--- src/kse_defines.vh ---
// Constants for the keyboard scan encoder
`ifndef KSE_DEFINES_VH
`define KSE_DEFINES_VH

`define KSE_DRIVE_LINES   11
`define KSE_SENSE_LINES   8
`define KSE_ASCII_DRIVES  7
`define KSE_LAST_DRIVE    4'hA
`define KSE_IO_PORT       3'h5

`define KSE_ADDR_CFG      12'h000
`define KSE_ADDR_STATUS   12'h004
`define KSE_ADDR_CODE     12'h008
`define KSE_ADDR_IRQ_STAT 12'h00C
`define KSE_ADDR_IRQ_MASK 12'h010

`define KSE_CFG_CLOSE_LSB 0
`define KSE_CFG_REL_LSB   16
`define KSE_CLOSE_RST     16'h0004
`define KSE_REL_RST       16'h0004

`define KSE_IRQ_READY     0
`define KSE_IRQ_REPEAT    1
`define KSE_IRQ_READ      2
`define KSE_IRQ_W         3

`define KSE_ST_SCAN       3'h0
`define KSE_ST_CLOSE_DB   3'h1
`define KSE_ST_HELD       3'h2
`define KSE_ST_REL_DB     3'h3
`define KSE_ST_WAIT_READ  3'h4

`endif

--- src/kse_keyboard_encoder.v ---
// Keyboard matrix scan encoder with APB status and control registers
// Function
// - Control overrides shift and caps lock; uncoded control positions give nothing.
// - Drive lines eight to eleven yield hex special codes, not ASCII.
// - Scan counter raises exactly one of eleven drive lines at a time.
// - Sense counter selects which of eight sense lines is sampled.
// - Valid closure stops scanning at next timing rise; key ready falls after closure debounce.
// - Frozen scan position forms the eight bit key code on data pins.
// - Data pins driven in the cycle after each cycle of a selected CPU input instruction.
// - Timing rise during selected input returns key ready high.
// - Key ready stays high until release and a fresh closure.
// - Scan resumes after release, release debounce and read, on timing falls.
// - First closed key in scan order wins; others ignored until released.
// - Key still closed after read lowers repeat flag on timing rise.
// - Repeat flag returns high when release debounce ends.
// - Closure debounce ends by latching key ready low and the shift and control keys.
// - Release ends closure debounce and starts separate release debounce.
// - Shift and control latched after debounce; caps lock used live.
// - Repeat flag active low, held while key stays closed after read.
`timescale 1ns/1ps
`include "kse_defines.vh"

module kse_keyboard_encoder #(
  parameter [2:0] IO_PORT = `KSE_IO_PORT
) (
  input  wire        sys_clk,
  input  wire        srst,
  input  wire [11:0] paddr,
  input  wire        psel,
  input  wire        penable,
  input  wire        pwrite,
  input  wire [31:0] pwdata,
  output reg  [31:0] prdata,
  output reg         pready,
  output reg         pslverr,
  input  wire        cpuTimingPulse,
  input  wire        memoryReadStrobe,
  input  wire [2:0]  ioSelectLines,
  input  wire [7:0]  scanSenseLines,
  input  wire        shiftKey,
  input  wire        controlKey,
  input  wire        alphaLock,
  output reg  [10:0] scanDriveLines,
  output reg  [7:0]  keyCodeBits,
  output reg         keyCodeOe,
  output reg         keyReady_n,
  output reg         autorepeatFlag_n,
  output reg         irq
);

  localparam [2:0] ST_SCAN      = `KSE_ST_SCAN;
  localparam [2:0] ST_CLOSE_DB  = `KSE_ST_CLOSE_DB;
  localparam [2:0] ST_HELD      = `KSE_ST_HELD;
  localparam [2:0] ST_REL_DB    = `KSE_ST_REL_DB;
  localparam [2:0] ST_WAIT_READ = `KSE_ST_WAIT_READ;

  // Register decode, shared by the read mux, the write side and the clear path
  function [4:0] regSel;
    input [11:0] addr;
    begin
      if (addr == `KSE_ADDR_CFG)
        regSel = 5'h01;
      else if (addr == `KSE_ADDR_STATUS)
        regSel = 5'h02;
      else if (addr == `KSE_ADDR_CODE)
        regSel = 5'h04;
      else if (addr == `KSE_ADDR_IRQ_STAT)
        regSel = 5'h08;
      else if (addr == `KSE_ADDR_IRQ_MASK)
        regSel = 5'h10;
      else
        regSel = 5'h00;
    end
  endfunction

  // Hex block: eight codes per drive line, modifiers have no effect here
  function [7:0] hexKey;
    input [3:0] drv;
    input [2:0] sns;
    begin
      if (drv == 4'h7)
        hexKey = 8'h80 + {5'h00, sns};
      else if (drv == 4'h8)
        hexKey = 8'h88 + {5'h00, sns};
      else if (drv == 4'h9)
        hexKey = 8'h90 + {5'h00, sns};
      else
        hexKey = 8'h98 + {5'h00, sns};
    end
  endfunction

  // Seventh drive line: fixed codes, blank positions give no response
  function [8:0] specialKey;
    input [2:0] sns;
    begin
      case (sns)
        3'h0:    specialKey = {1'b1, 8'h20};
        3'h2:    specialKey = {1'b1, 8'h0A};
        3'h3:    specialKey = {1'b1, 8'h1B};
        3'h5:    specialKey = {1'b1, 8'h0D};
        3'h7:    specialKey = {1'b1, 8'h7F};
        default: specialKey = {1'b0, 8'h00};
      endcase
    end
  endfunction

  // Returns {valid, code}; valid low means no response for this position
  function [8:0] encodeKey;
    input [3:0] drv;
    input [2:0] sns;
    input       shf;
    input       ctl;
    input       alp;
    reg   [7:0] base;
    reg         letter;
    begin
      base   = 8'h30 + {1'b0, drv[2:0], sns};
      letter = (base >= 8'h41) && (base <= 8'h5A);
      encodeKey = {1'b0, 8'h00};
      if (drv >= 4'h7) begin
        encodeKey = {1'b1, hexKey(drv, sns)};
      end else if (drv == 4'h6) begin
        encodeKey = specialKey(sns);
      end else if (ctl) begin
        if (drv >= 4'h2)
          encodeKey = {1'b1, base - 8'h40};
        else
          encodeKey = {1'b0, 8'h00};
      end else if (shf) begin
        if (drv <= 4'h1)
          encodeKey = {1'b1, base ^ 8'h10};
        else if (base >= 8'h5B)
          encodeKey = {1'b1, base + 8'h20};
        else
          encodeKey = {1'b1, base};
      end else if (alp && letter) begin
        encodeKey = {1'b1, base};
      end else if (letter || base >= 8'h5B) begin
        encodeKey = {1'b1, base + 8'h20};
      end else begin
        encodeKey = {1'b1, base};
      end
    end
  endfunction

  reg  [2:0]  state;
  reg  [3:0]  driveCnt;
  reg  [2:0]  senseCnt;
  reg         pulseLast;
  reg  [15:0] dbCount;
  reg  [15:0] closeCount;
  reg  [15:0] releaseCount;
  reg         shiftHeld;
  reg         controlHeld;
  reg  [`KSE_IRQ_W-1:0] irqStat;
  reg  [`KSE_IRQ_W-1:0] irqMask;

  wire        pulseRise = cpuTimingPulse & ~pulseLast;
  wire        pulseFall = ~cpuTimingPulse & pulseLast;
  wire        selected  = memoryReadStrobe && (ioSelectLines == IO_PORT);
  wire        readStrobe = pulseRise & selected;
  wire        keyClosed = scanSenseLines[senseCnt];
  // Code uses latched modifiers except caps lock, which is live
  wire [8:0]  liveCode = encodeKey(driveCnt, senseCnt, shiftKey, controlKey, alphaLock);
  wire [8:0]  heldCode = encodeKey(driveCnt, senseCnt, shiftHeld, controlHeld, alphaLock);
  wire        apbAccess = psel & penable & pready;
  wire        apbWrite  = apbAccess & pwrite;
  wire [4:0]  hitSel    = regSel(paddr);
  reg         evReady;
  reg         evRepeat;
  reg         evRead;

  // Timing pulse edge detect; the pin is taken as synchronous
  always @(posedge sys_clk) begin
    if (srst) begin
      pulseLast <= 1'b0;
    end else begin
      pulseLast <= cpuTimingPulse;
    end
  end

  // Scan and key handshake sequencer
  always @(posedge sys_clk) begin
    if (srst) begin
      state            <= ST_SCAN;
      driveCnt         <= 4'h0;
      senseCnt         <= 3'h0;
      dbCount          <= 16'h0000;
      shiftHeld        <= 1'b0;
      controlHeld      <= 1'b0;
      keyCodeBits      <= 8'h00;
      keyReady_n       <= 1'b1;
      autorepeatFlag_n <= 1'b1;
      evReady          <= 1'b0;
      evRepeat         <= 1'b0;
      evRead           <= 1'b0;
    end else begin
      evReady  <= 1'b0;
      evRepeat <= 1'b0;
      evRead   <= 1'b0;
      if (readStrobe && !keyReady_n) begin
        keyReady_n <= 1'b1;
        evRead     <= 1'b1;
      end
      case (state)
        ST_SCAN: begin
          // Uncoded control positions are skipped, so they never lock
          if (pulseRise && keyClosed && liveCode[8]) begin
            state   <= ST_CLOSE_DB;
            dbCount <= 16'h0000;
          end else if (pulseFall) begin
            if (senseCnt == 3'h7) begin
              senseCnt <= 3'h0;
              driveCnt <= (driveCnt == `KSE_LAST_DRIVE) ? 4'h0 : driveCnt + 4'h1;
            end else begin
              senseCnt <= senseCnt + 3'h1;
            end
          end
        end
        ST_CLOSE_DB: begin
          if (!keyClosed) begin
            state   <= ST_REL_DB;
            dbCount <= 16'h0000;
          end else if (pulseRise) begin
            if (dbCount + 16'h0001 >= closeCount) begin
              state       <= ST_HELD;
              keyReady_n  <= 1'b0;
              evReady     <= 1'b1;
              shiftHeld   <= shiftKey;
              controlHeld <= controlKey;
            end else begin
              dbCount <= dbCount + 16'h0001;
            end
          end
        end
        ST_HELD: begin
          keyCodeBits <= heldCode[7:0];
          if (!keyClosed) begin
            state   <= ST_REL_DB;
            dbCount <= 16'h0000;
          end else if (keyReady_n && autorepeatFlag_n && pulseRise) begin
            autorepeatFlag_n <= 1'b0;
            evRepeat         <= 1'b1;
          end
        end
        ST_REL_DB: begin
          // Scan counters stay frozen here while dbCount counts, which gives the lockout
          if (pulseRise) begin
            if (dbCount + 16'h0001 >= releaseCount) begin
              autorepeatFlag_n <= 1'b1;
              if (keyReady_n && !readStrobe)
                state <= ST_SCAN;
              else
                state <= ST_WAIT_READ;
            end else begin
              dbCount <= dbCount + 16'h0001;
            end
          end
        end
        ST_WAIT_READ: begin
          // A slow CPU keeps every later key locked out
          if (keyReady_n)
            state <= ST_SCAN;
        end
        default: begin
          state <= ST_SCAN;
        end
      endcase
    end
  end

  // Drive lines, one hot from the frozen or running drive count
  always @(posedge sys_clk) begin
    if (srst) begin
      scanDriveLines <= 11'h000;
    end else begin
      scanDriveLines <= 11'h001 << driveCnt;
    end
  end

  // Data pin enable; one cycle late, but straight from a flip-flop
  always @(posedge sys_clk) begin
    if (srst) begin
      keyCodeOe <= 1'b0;
    end else begin
      keyCodeOe <= selected;
    end
  end

  // Sticky events: a set in the same cycle as a clear wins
  always @(posedge sys_clk) begin
    if (srst) begin
      irqStat <= {`KSE_IRQ_W{1'b0}};
      irq     <= 1'b0;
    end else begin
      irqStat <= (irqStat & ~((apbWrite && hitSel[3]) ?
                 pwdata[`KSE_IRQ_W-1:0] : {`KSE_IRQ_W{1'b0}}))
                 | {evRead, evRepeat, evReady};
      irq     <= |(irqStat & irqMask);
    end
  end

  // APB slave, one wait state per access
  always @(posedge sys_clk) begin
    if (srst) begin
      pready       <= 1'b0;
      pslverr      <= 1'b0;
      prdata       <= 32'h00000000;
      closeCount   <= `KSE_CLOSE_RST;
      releaseCount <= `KSE_REL_RST;
      irqMask      <= {`KSE_IRQ_W{1'b0}};
    end else begin
      pready  <= psel & penable & ~pready;
      pslverr <= 1'b0;
      prdata  <= 32'h00000000;
      // Registered answer costs a wait state but keeps decode off the return path
      if (psel && penable && !pready) begin
        if (hitSel[0]) begin
          prdata <= {releaseCount, closeCount};
        end else if (hitSel[1]) begin
          prdata <= {16'h0000, 1'b0, state, driveCnt, senseCnt,
                     autorepeatFlag_n, keyReady_n, 3'h0};
        end else if (hitSel[2]) begin
          prdata <= {24'h000000, keyCodeBits};
        end else if (hitSel[3]) begin
          prdata <= {29'h00000000, irqStat};
        end else if (hitSel[4]) begin
          prdata <= {29'h00000000, irqMask};
        end else begin
          pslverr <= 1'b1;
        end
      end
      if (apbWrite) begin
        if (hitSel[0]) begin
          closeCount   <= pwdata[`KSE_CFG_CLOSE_LSB +: 16];
          releaseCount <= pwdata[`KSE_CFG_REL_LSB +: 16];
        end else if (hitSel[4]) begin
          irqMask <= pwdata[`KSE_IRQ_W-1:0];
        end
      end
    end
  end

endmodule // kse_keyboard_encoder

--- config.mk ---
export PLATFORM = sky130hd
export DESIGN_NAME = kse_keyboard_encoder
export DESIGN_NICKNAME = d
export VERILOG_FILES = /design/src/kse_keyboard_encoder.v
export VERILOG_INCLUDE_DIRS = /design/src
export SDC_FILE = /design/constraint.sdc
export NUM_CORES = 1
export LEC_CHECK = 0
export ABC_AREA = 1
export BUFFER_PORTS_ARGS = -buffer_cell sky130_fd_sc_hd__buf_2
export CORE_ASPECT_RATIO = 1.75
export CORE_MARGIN = 3
export CORE_UTILIZATION = 56
export DETAILED_ROUTE_END_ITERATION = 12
export HOLD_SLACK_MARGIN = 0.08
export PLACE_DENSITY_LB_ADDON = 0.05
export SLEW_MARGIN = 5
export SYNTH_ARGS = -nofsm -noshare
export SYNTH_HDL_FRONTEND = slang
export SYNTH_SLANG_ARGS = --single-unit
--- constraint.sdc ---
create_clock -name sys_clk -period 3.9 [get_ports sys_clk]
set_input_delay 0 -clock sys_clk [delete_from_list [all_inputs] [get_ports sys_clk]]
set_output_delay 0 -clock sys_clk [all_outputs]
set_load 0.02 [all_outputs]
* Word level (Yosys, flattened, before mapping)
Cells that the tools add are included.
Storage, ports and cells: logic and storage cells 192, register bits 127, bits of input ports 65, output and inout port bits 57
Operators by class: eq/ne operators 29, mux-type cells 64, order comparisons 9, reductions and logical operators 34, add/sub/neg operators 10, bitwise gates (word level) 22, shift-type cells 1
Operators with widths (number):
- two-way mux 16 bit | 7
- two-way mux 8 bit | 13
- case mux 16 bit (4 select lines) | 1
- case mux 9 bit (5 select lines) | 1
- two-way mux 3 bit | 13
- two-way mux 9 bit | 4
- adder 8 x 3 -> 8 bit, first input constant | 4
- >= comparator 16 bit | 2
- two-way mux 32 bit | 1
- two-way mux 5 bit | 5
- == test 12 x 4 -> 1 bit, second input constant | 2
- adder 16 x 1 -> 16 bit, second input constant | 1
- != test 2 bit, second input constant | 8
- two-way mux 15 bit | 1
- case mux 3 bit (5 select lines) | 1
- >= comparator 7 bit, second input constant | 2
- two-way mux 1 bit | 14
- AND reduction 7 bit | 2
- == test 12 x 3 -> 1 bit, second input constant | 1
- == test 12 x 5 -> 1 bit, second input constant | 1
- == test 3 x 2 -> 1 bit, second input constant | 4
- == test 3 bit, second input constant | 4
- == test 4 bit, second input constant | 3
- logical AND 1 bit | 12
- 36 further kinds | 62

* Logic depth before layout (Yosys ltp)
depth after elaboration 13, depth in mapped cells 22, mapped depth without buffers 21

* Worst setup path after synthesis
No wires, ideal clock.
kind flip-flop to flip-flop, start point reg dbCount[0], end point reg dbCount[6], required time 3784 ps, arrival 2902 ps, setup time 116 ps, path buffers 1, cell stages (with the launch flop) 20, clock period less this slack 3018 ps, path slack 882 ps, cell sequence dfxtp_1 ha_1 nand3_1 nor2_1 nand3_1 nor2_2 nand4_1 xor2_1 clkinv_1 ha_1 nand2_1 nor4_1 nand3_1 nand3_1 nand2_2 nand2_4 nor2_8 buf_6 a21oi_1 nor2_2
On the way: word-level cells in the longest chain between the ends 5, elaborated cells between the ends (all ways) 12
Ends and longest elaborated chain:
- start: declaration | RTL line kse_keyboard_encoder.v:150 | reg [15:0] dbCount;
- start signal: assignment | RTL line kse_keyboard_encoder.v:232 | dbCount <= dbCount + 16'h0001;
- start signal: assignment | RTL line kse_keyboard_encoder.v:256 | dbCount <= dbCount + 16'h0001;
- adder 16 x 1 -> 16 bit (*)
- branches (longest 4 deep; another with >= comparator 16 bit)
Every way passes the cells marked *. The select of a mux whose other input is x is not followed. A chain may end at the register's enable or synchronous reset.

* Worst setup path in the final report
start point reg dbCount[0], end point reg dbCount[0]
The elaborated chain is that of the path after synthesis.

==> impl_metrics.json <==
{
  "status": "finished clean",
  "drc": 0,
  "ant_nets": 0,
  "synthAdderAreaFrac_pct": 8.43,
  "setup_tns_ns": 0,
  "worstSetupPathType": "reg -> reg",
  "gp_congestion": 0.986,
  "postSynth.asyncResetShare_pct": 0,
  "avgViaCountPerCell": 5.51,
  "yosys-top-cells-area": "dfxtp_1 39%, ha_1 8.4%, nand2_1 7.9%",
  "synth_cell_type_count": 45,
  "drive_gt1_share_pct": 20.0,
  "fmax_ghz": 0.280,
  "use_met2_pct": 53.7,
  "max_slew_margin_pct": 31.0,
  "hold_buffers": 43,
  "num_io_pins": 122,
  "syn_inst": 872,
  "period_share_pct": 91.7,
  "grt_overflow": 0,
  "drt_wl_total_um": 18700,
  "cpPeakStageDelay_ns": 0.48,
  "rsz0062_at_grt": "false",
  "p_leak_nw": 3.80,
  "synth_area_mm2": 0.00653,
  "synth_ff_type": "dfxtp_1",
  "grt_util_met3_pct": 5.80,
  "dpl.hpwl_um": 13600,
  "wire_per_inst_um": 15.9,
  "cpMostUsedCell": "nand3_1",
  "cts.sink_count": 127,
  "drtPass1Iterations": 5,
  "worstPathMaxFanout": 32,
  "cts_buffer_depth": 2,
  "required_ns": 4.21,
  "synth_common_cells": "138 x nand2_1, 127 x dfxtp_1, 102 x nor2_1",
  "hp-class": "in -> reg",
  "vdd.ir_drop.worst_mv": 0.401,
  "dieArea_mm2": 0.0130,
  "p_per_area_mw_per_mm2": 546,
  "final_hold_viol_count": 0,
  "top_usage_layer": "met2",
  "yosysMostFrequentCell": "nand2_1",
  "cts_root_buffer": "clkbuf_16",
  "ys_seq_area_share_pct": 38.9,
  "critPathBufInv": 1,
  "cp_top_family": "simple AND/OR/NAND/NOR gates",
  "h-tree-depth": 4,
  "grt_pass1_vias": 6302,
  "first_iter_violations": 337,
  "finalSetupViolCount": 0,
  "die_x_um": 87.6,
  "synth_fp_nets": 981,
  "tightest_slew_ns": 1.03,
  "yosys.area_share.simple_pct": 24.1,
  "core_mm2": 0.0112,
  "clk_pin_slew_ns": 0.06,
  "synth_edf_count": 0,
  "io_buffers": 121,
  "synth.avg_cell_area_um2": 7.49,
  "initial_utilization_pct": 58.2,
  "fp.dieH_um": 149,
  "cts_buffers": 17,
  "place_ws_ns": 0.396,
  "max_cap_viol_count": 0,
  "cp_slowest_cell": "nor4_1",
  "cts_setup_buffers": 0,
  "yosys_warnings": 0,
  "cp-start-kind": "flop",
  "crit_chain": "ha_1, nand3_1, nor2_1, nand3_1, nor2_2, nand4_1, xor2_1, clkinv_1, ha_1, nand2_1, nor4_1, nand3_1, nand3_1, nand2_2, nand2_4, nor2_8, a21oi_1, nor2_1",
  "synth-xor-area-share_pct": 1.88,
  "synth_mux_area_share_pct": 0,
  "setup_ws_ns": 0.325,
  "clock_latency_ns": 0.42,
  "synth_top_family_by_area": "simple AND/OR/NAND/NOR gates",
  "rows": 51,
  "grt_util_all_layers_pct": 29.1,
  "drv_slew": 0,
  "ys_ff_latch": 127,
  "cp.arrival_ns": 3.88,
  "antenna_found_initial": 0,
  "synth_top_area_share_pct": 38.9,
  "nNetsFinal": 1142,
  "use_met1_pct": 29.5,
  "end_kind": "flop",
  "fin_skew_ns": 0.00907,
  "grt_max_degree": 67,
  "dr_total_vias": 6490,
  "cts-resized-gates": 0,
  "cts_tree": "built",
  "fin_crit_ns": 3.57,
  "grt_pass1_wl_um": 29400,
  "synth-compound-area-share_pct": 17.0,
  "area_delta_synth_final_pct": 25.5,
  "yosys.area.top_type": "dfxtp_1",
  "antenna_cells": 0
}
worst paths after layout:
check                                 from         end  slack, ns  cells past startpoint
worst max-delay path            dbCount[0]  dbCount[0]       0.33                     18
worst min-delay path              paddr[2]     pslverr       0.09                      6
worst max register to register  dbCount[0]  dbCount[0]       0.33                     18
worst min register to register     evReady  irqStat[0]       0.44                      2
flip-flops by register name (all words and copies together), names as in the netlist, 3 cells and up:
| signal | count |
|---|---|
| driveCnt | 4 |
| dbCount | 16 |
| senseCnt | 3 |
| irqMask | 3 |
| scanDriveLines | 11 |
| keyCodeBits | 8 |
| state | 3 |
| releaseCount | 16 |
| closeCount | 16 |
| irqStat | 3 |
| prdata | 32 |
cell usage in the layout (no fill, tap or decap), drive strengths merged, types with 7 or more instances in the layout:
cell type / instances
dlygate4sd3: 43
o21ai: 71
nor3: 11
nand3: 50
nand2: 153
dfxtp: 127
ha: 44
o22ai: 7
clkbuf: 18
nand4: 11
inv: 118
xor2: 12
nor2: 111
buf: 126
a21oi: 97
where the power goes:
part / switching [W] / internal (W) / total (W)
logic: 0.000827 / 0.000487 / 0.00131
registers: 0.000115 / 0.00139 / 0.00151
clock network: 0.000620 / 0.00103 / 0.00165
total: 0.00156 / 0.00291 / 0.00447
per-layer routing:
metal	vias up	part of all wire, %
met5	-	0
met1	2978	36
li1	3210	-
met4	0	4.7
met2	241	55
met3	61	5.0
worst min-delay path: stages:
cell     delay, ns
buf_2         0.12
inv_1         0.05
nor2_1        0.05
nand2_1       0.10
nand2_1       0.06
nor2_1        0.08
stage by stage:
step | area, um2 | total power [W] | hold slack (ns) | std cells | util, %
floorplan | 6530 | 0.00251 | 0.115 | 872 | -
global placement | 7150 | 0.00276 | 0.231 | 1103 | 63.6
detailed placement | 7150 | 0.00279 | 0.234 | 1103 | 63.6
CTS | 8200 | 0.00447 | 0.0850 | 1178 | 73.0
global route | 8200 | 0.00471 | 0.142 | 1178 | 73.0
finish | 8200 | 0.00447 | 0.0886 | 1178 | 73.0
layout make-up:
type | count | area (um2)
Clock buffer | 18 | 439
Clock inverter | 14 | 181
Fill cell | 899 | 3030
Inverter | 115 | 437
Multi-Input combinational cell | 603 | 3360
Sequential cell | 127 | 2540
Tap cell | 132 | 165
Timing Repair Buffer | 169 | 1070
kinds of logic after synthesis:
group / count (synthesis)
XOR/XNOR: 14
AO/OA/AOI/OAI: 200
AND/OR/NAND/NOR: 345
buffers and inverters: 142
adder cells (fa/ha/maj): 44
flip-flops: 127
(Power assumes the default switching activity.)
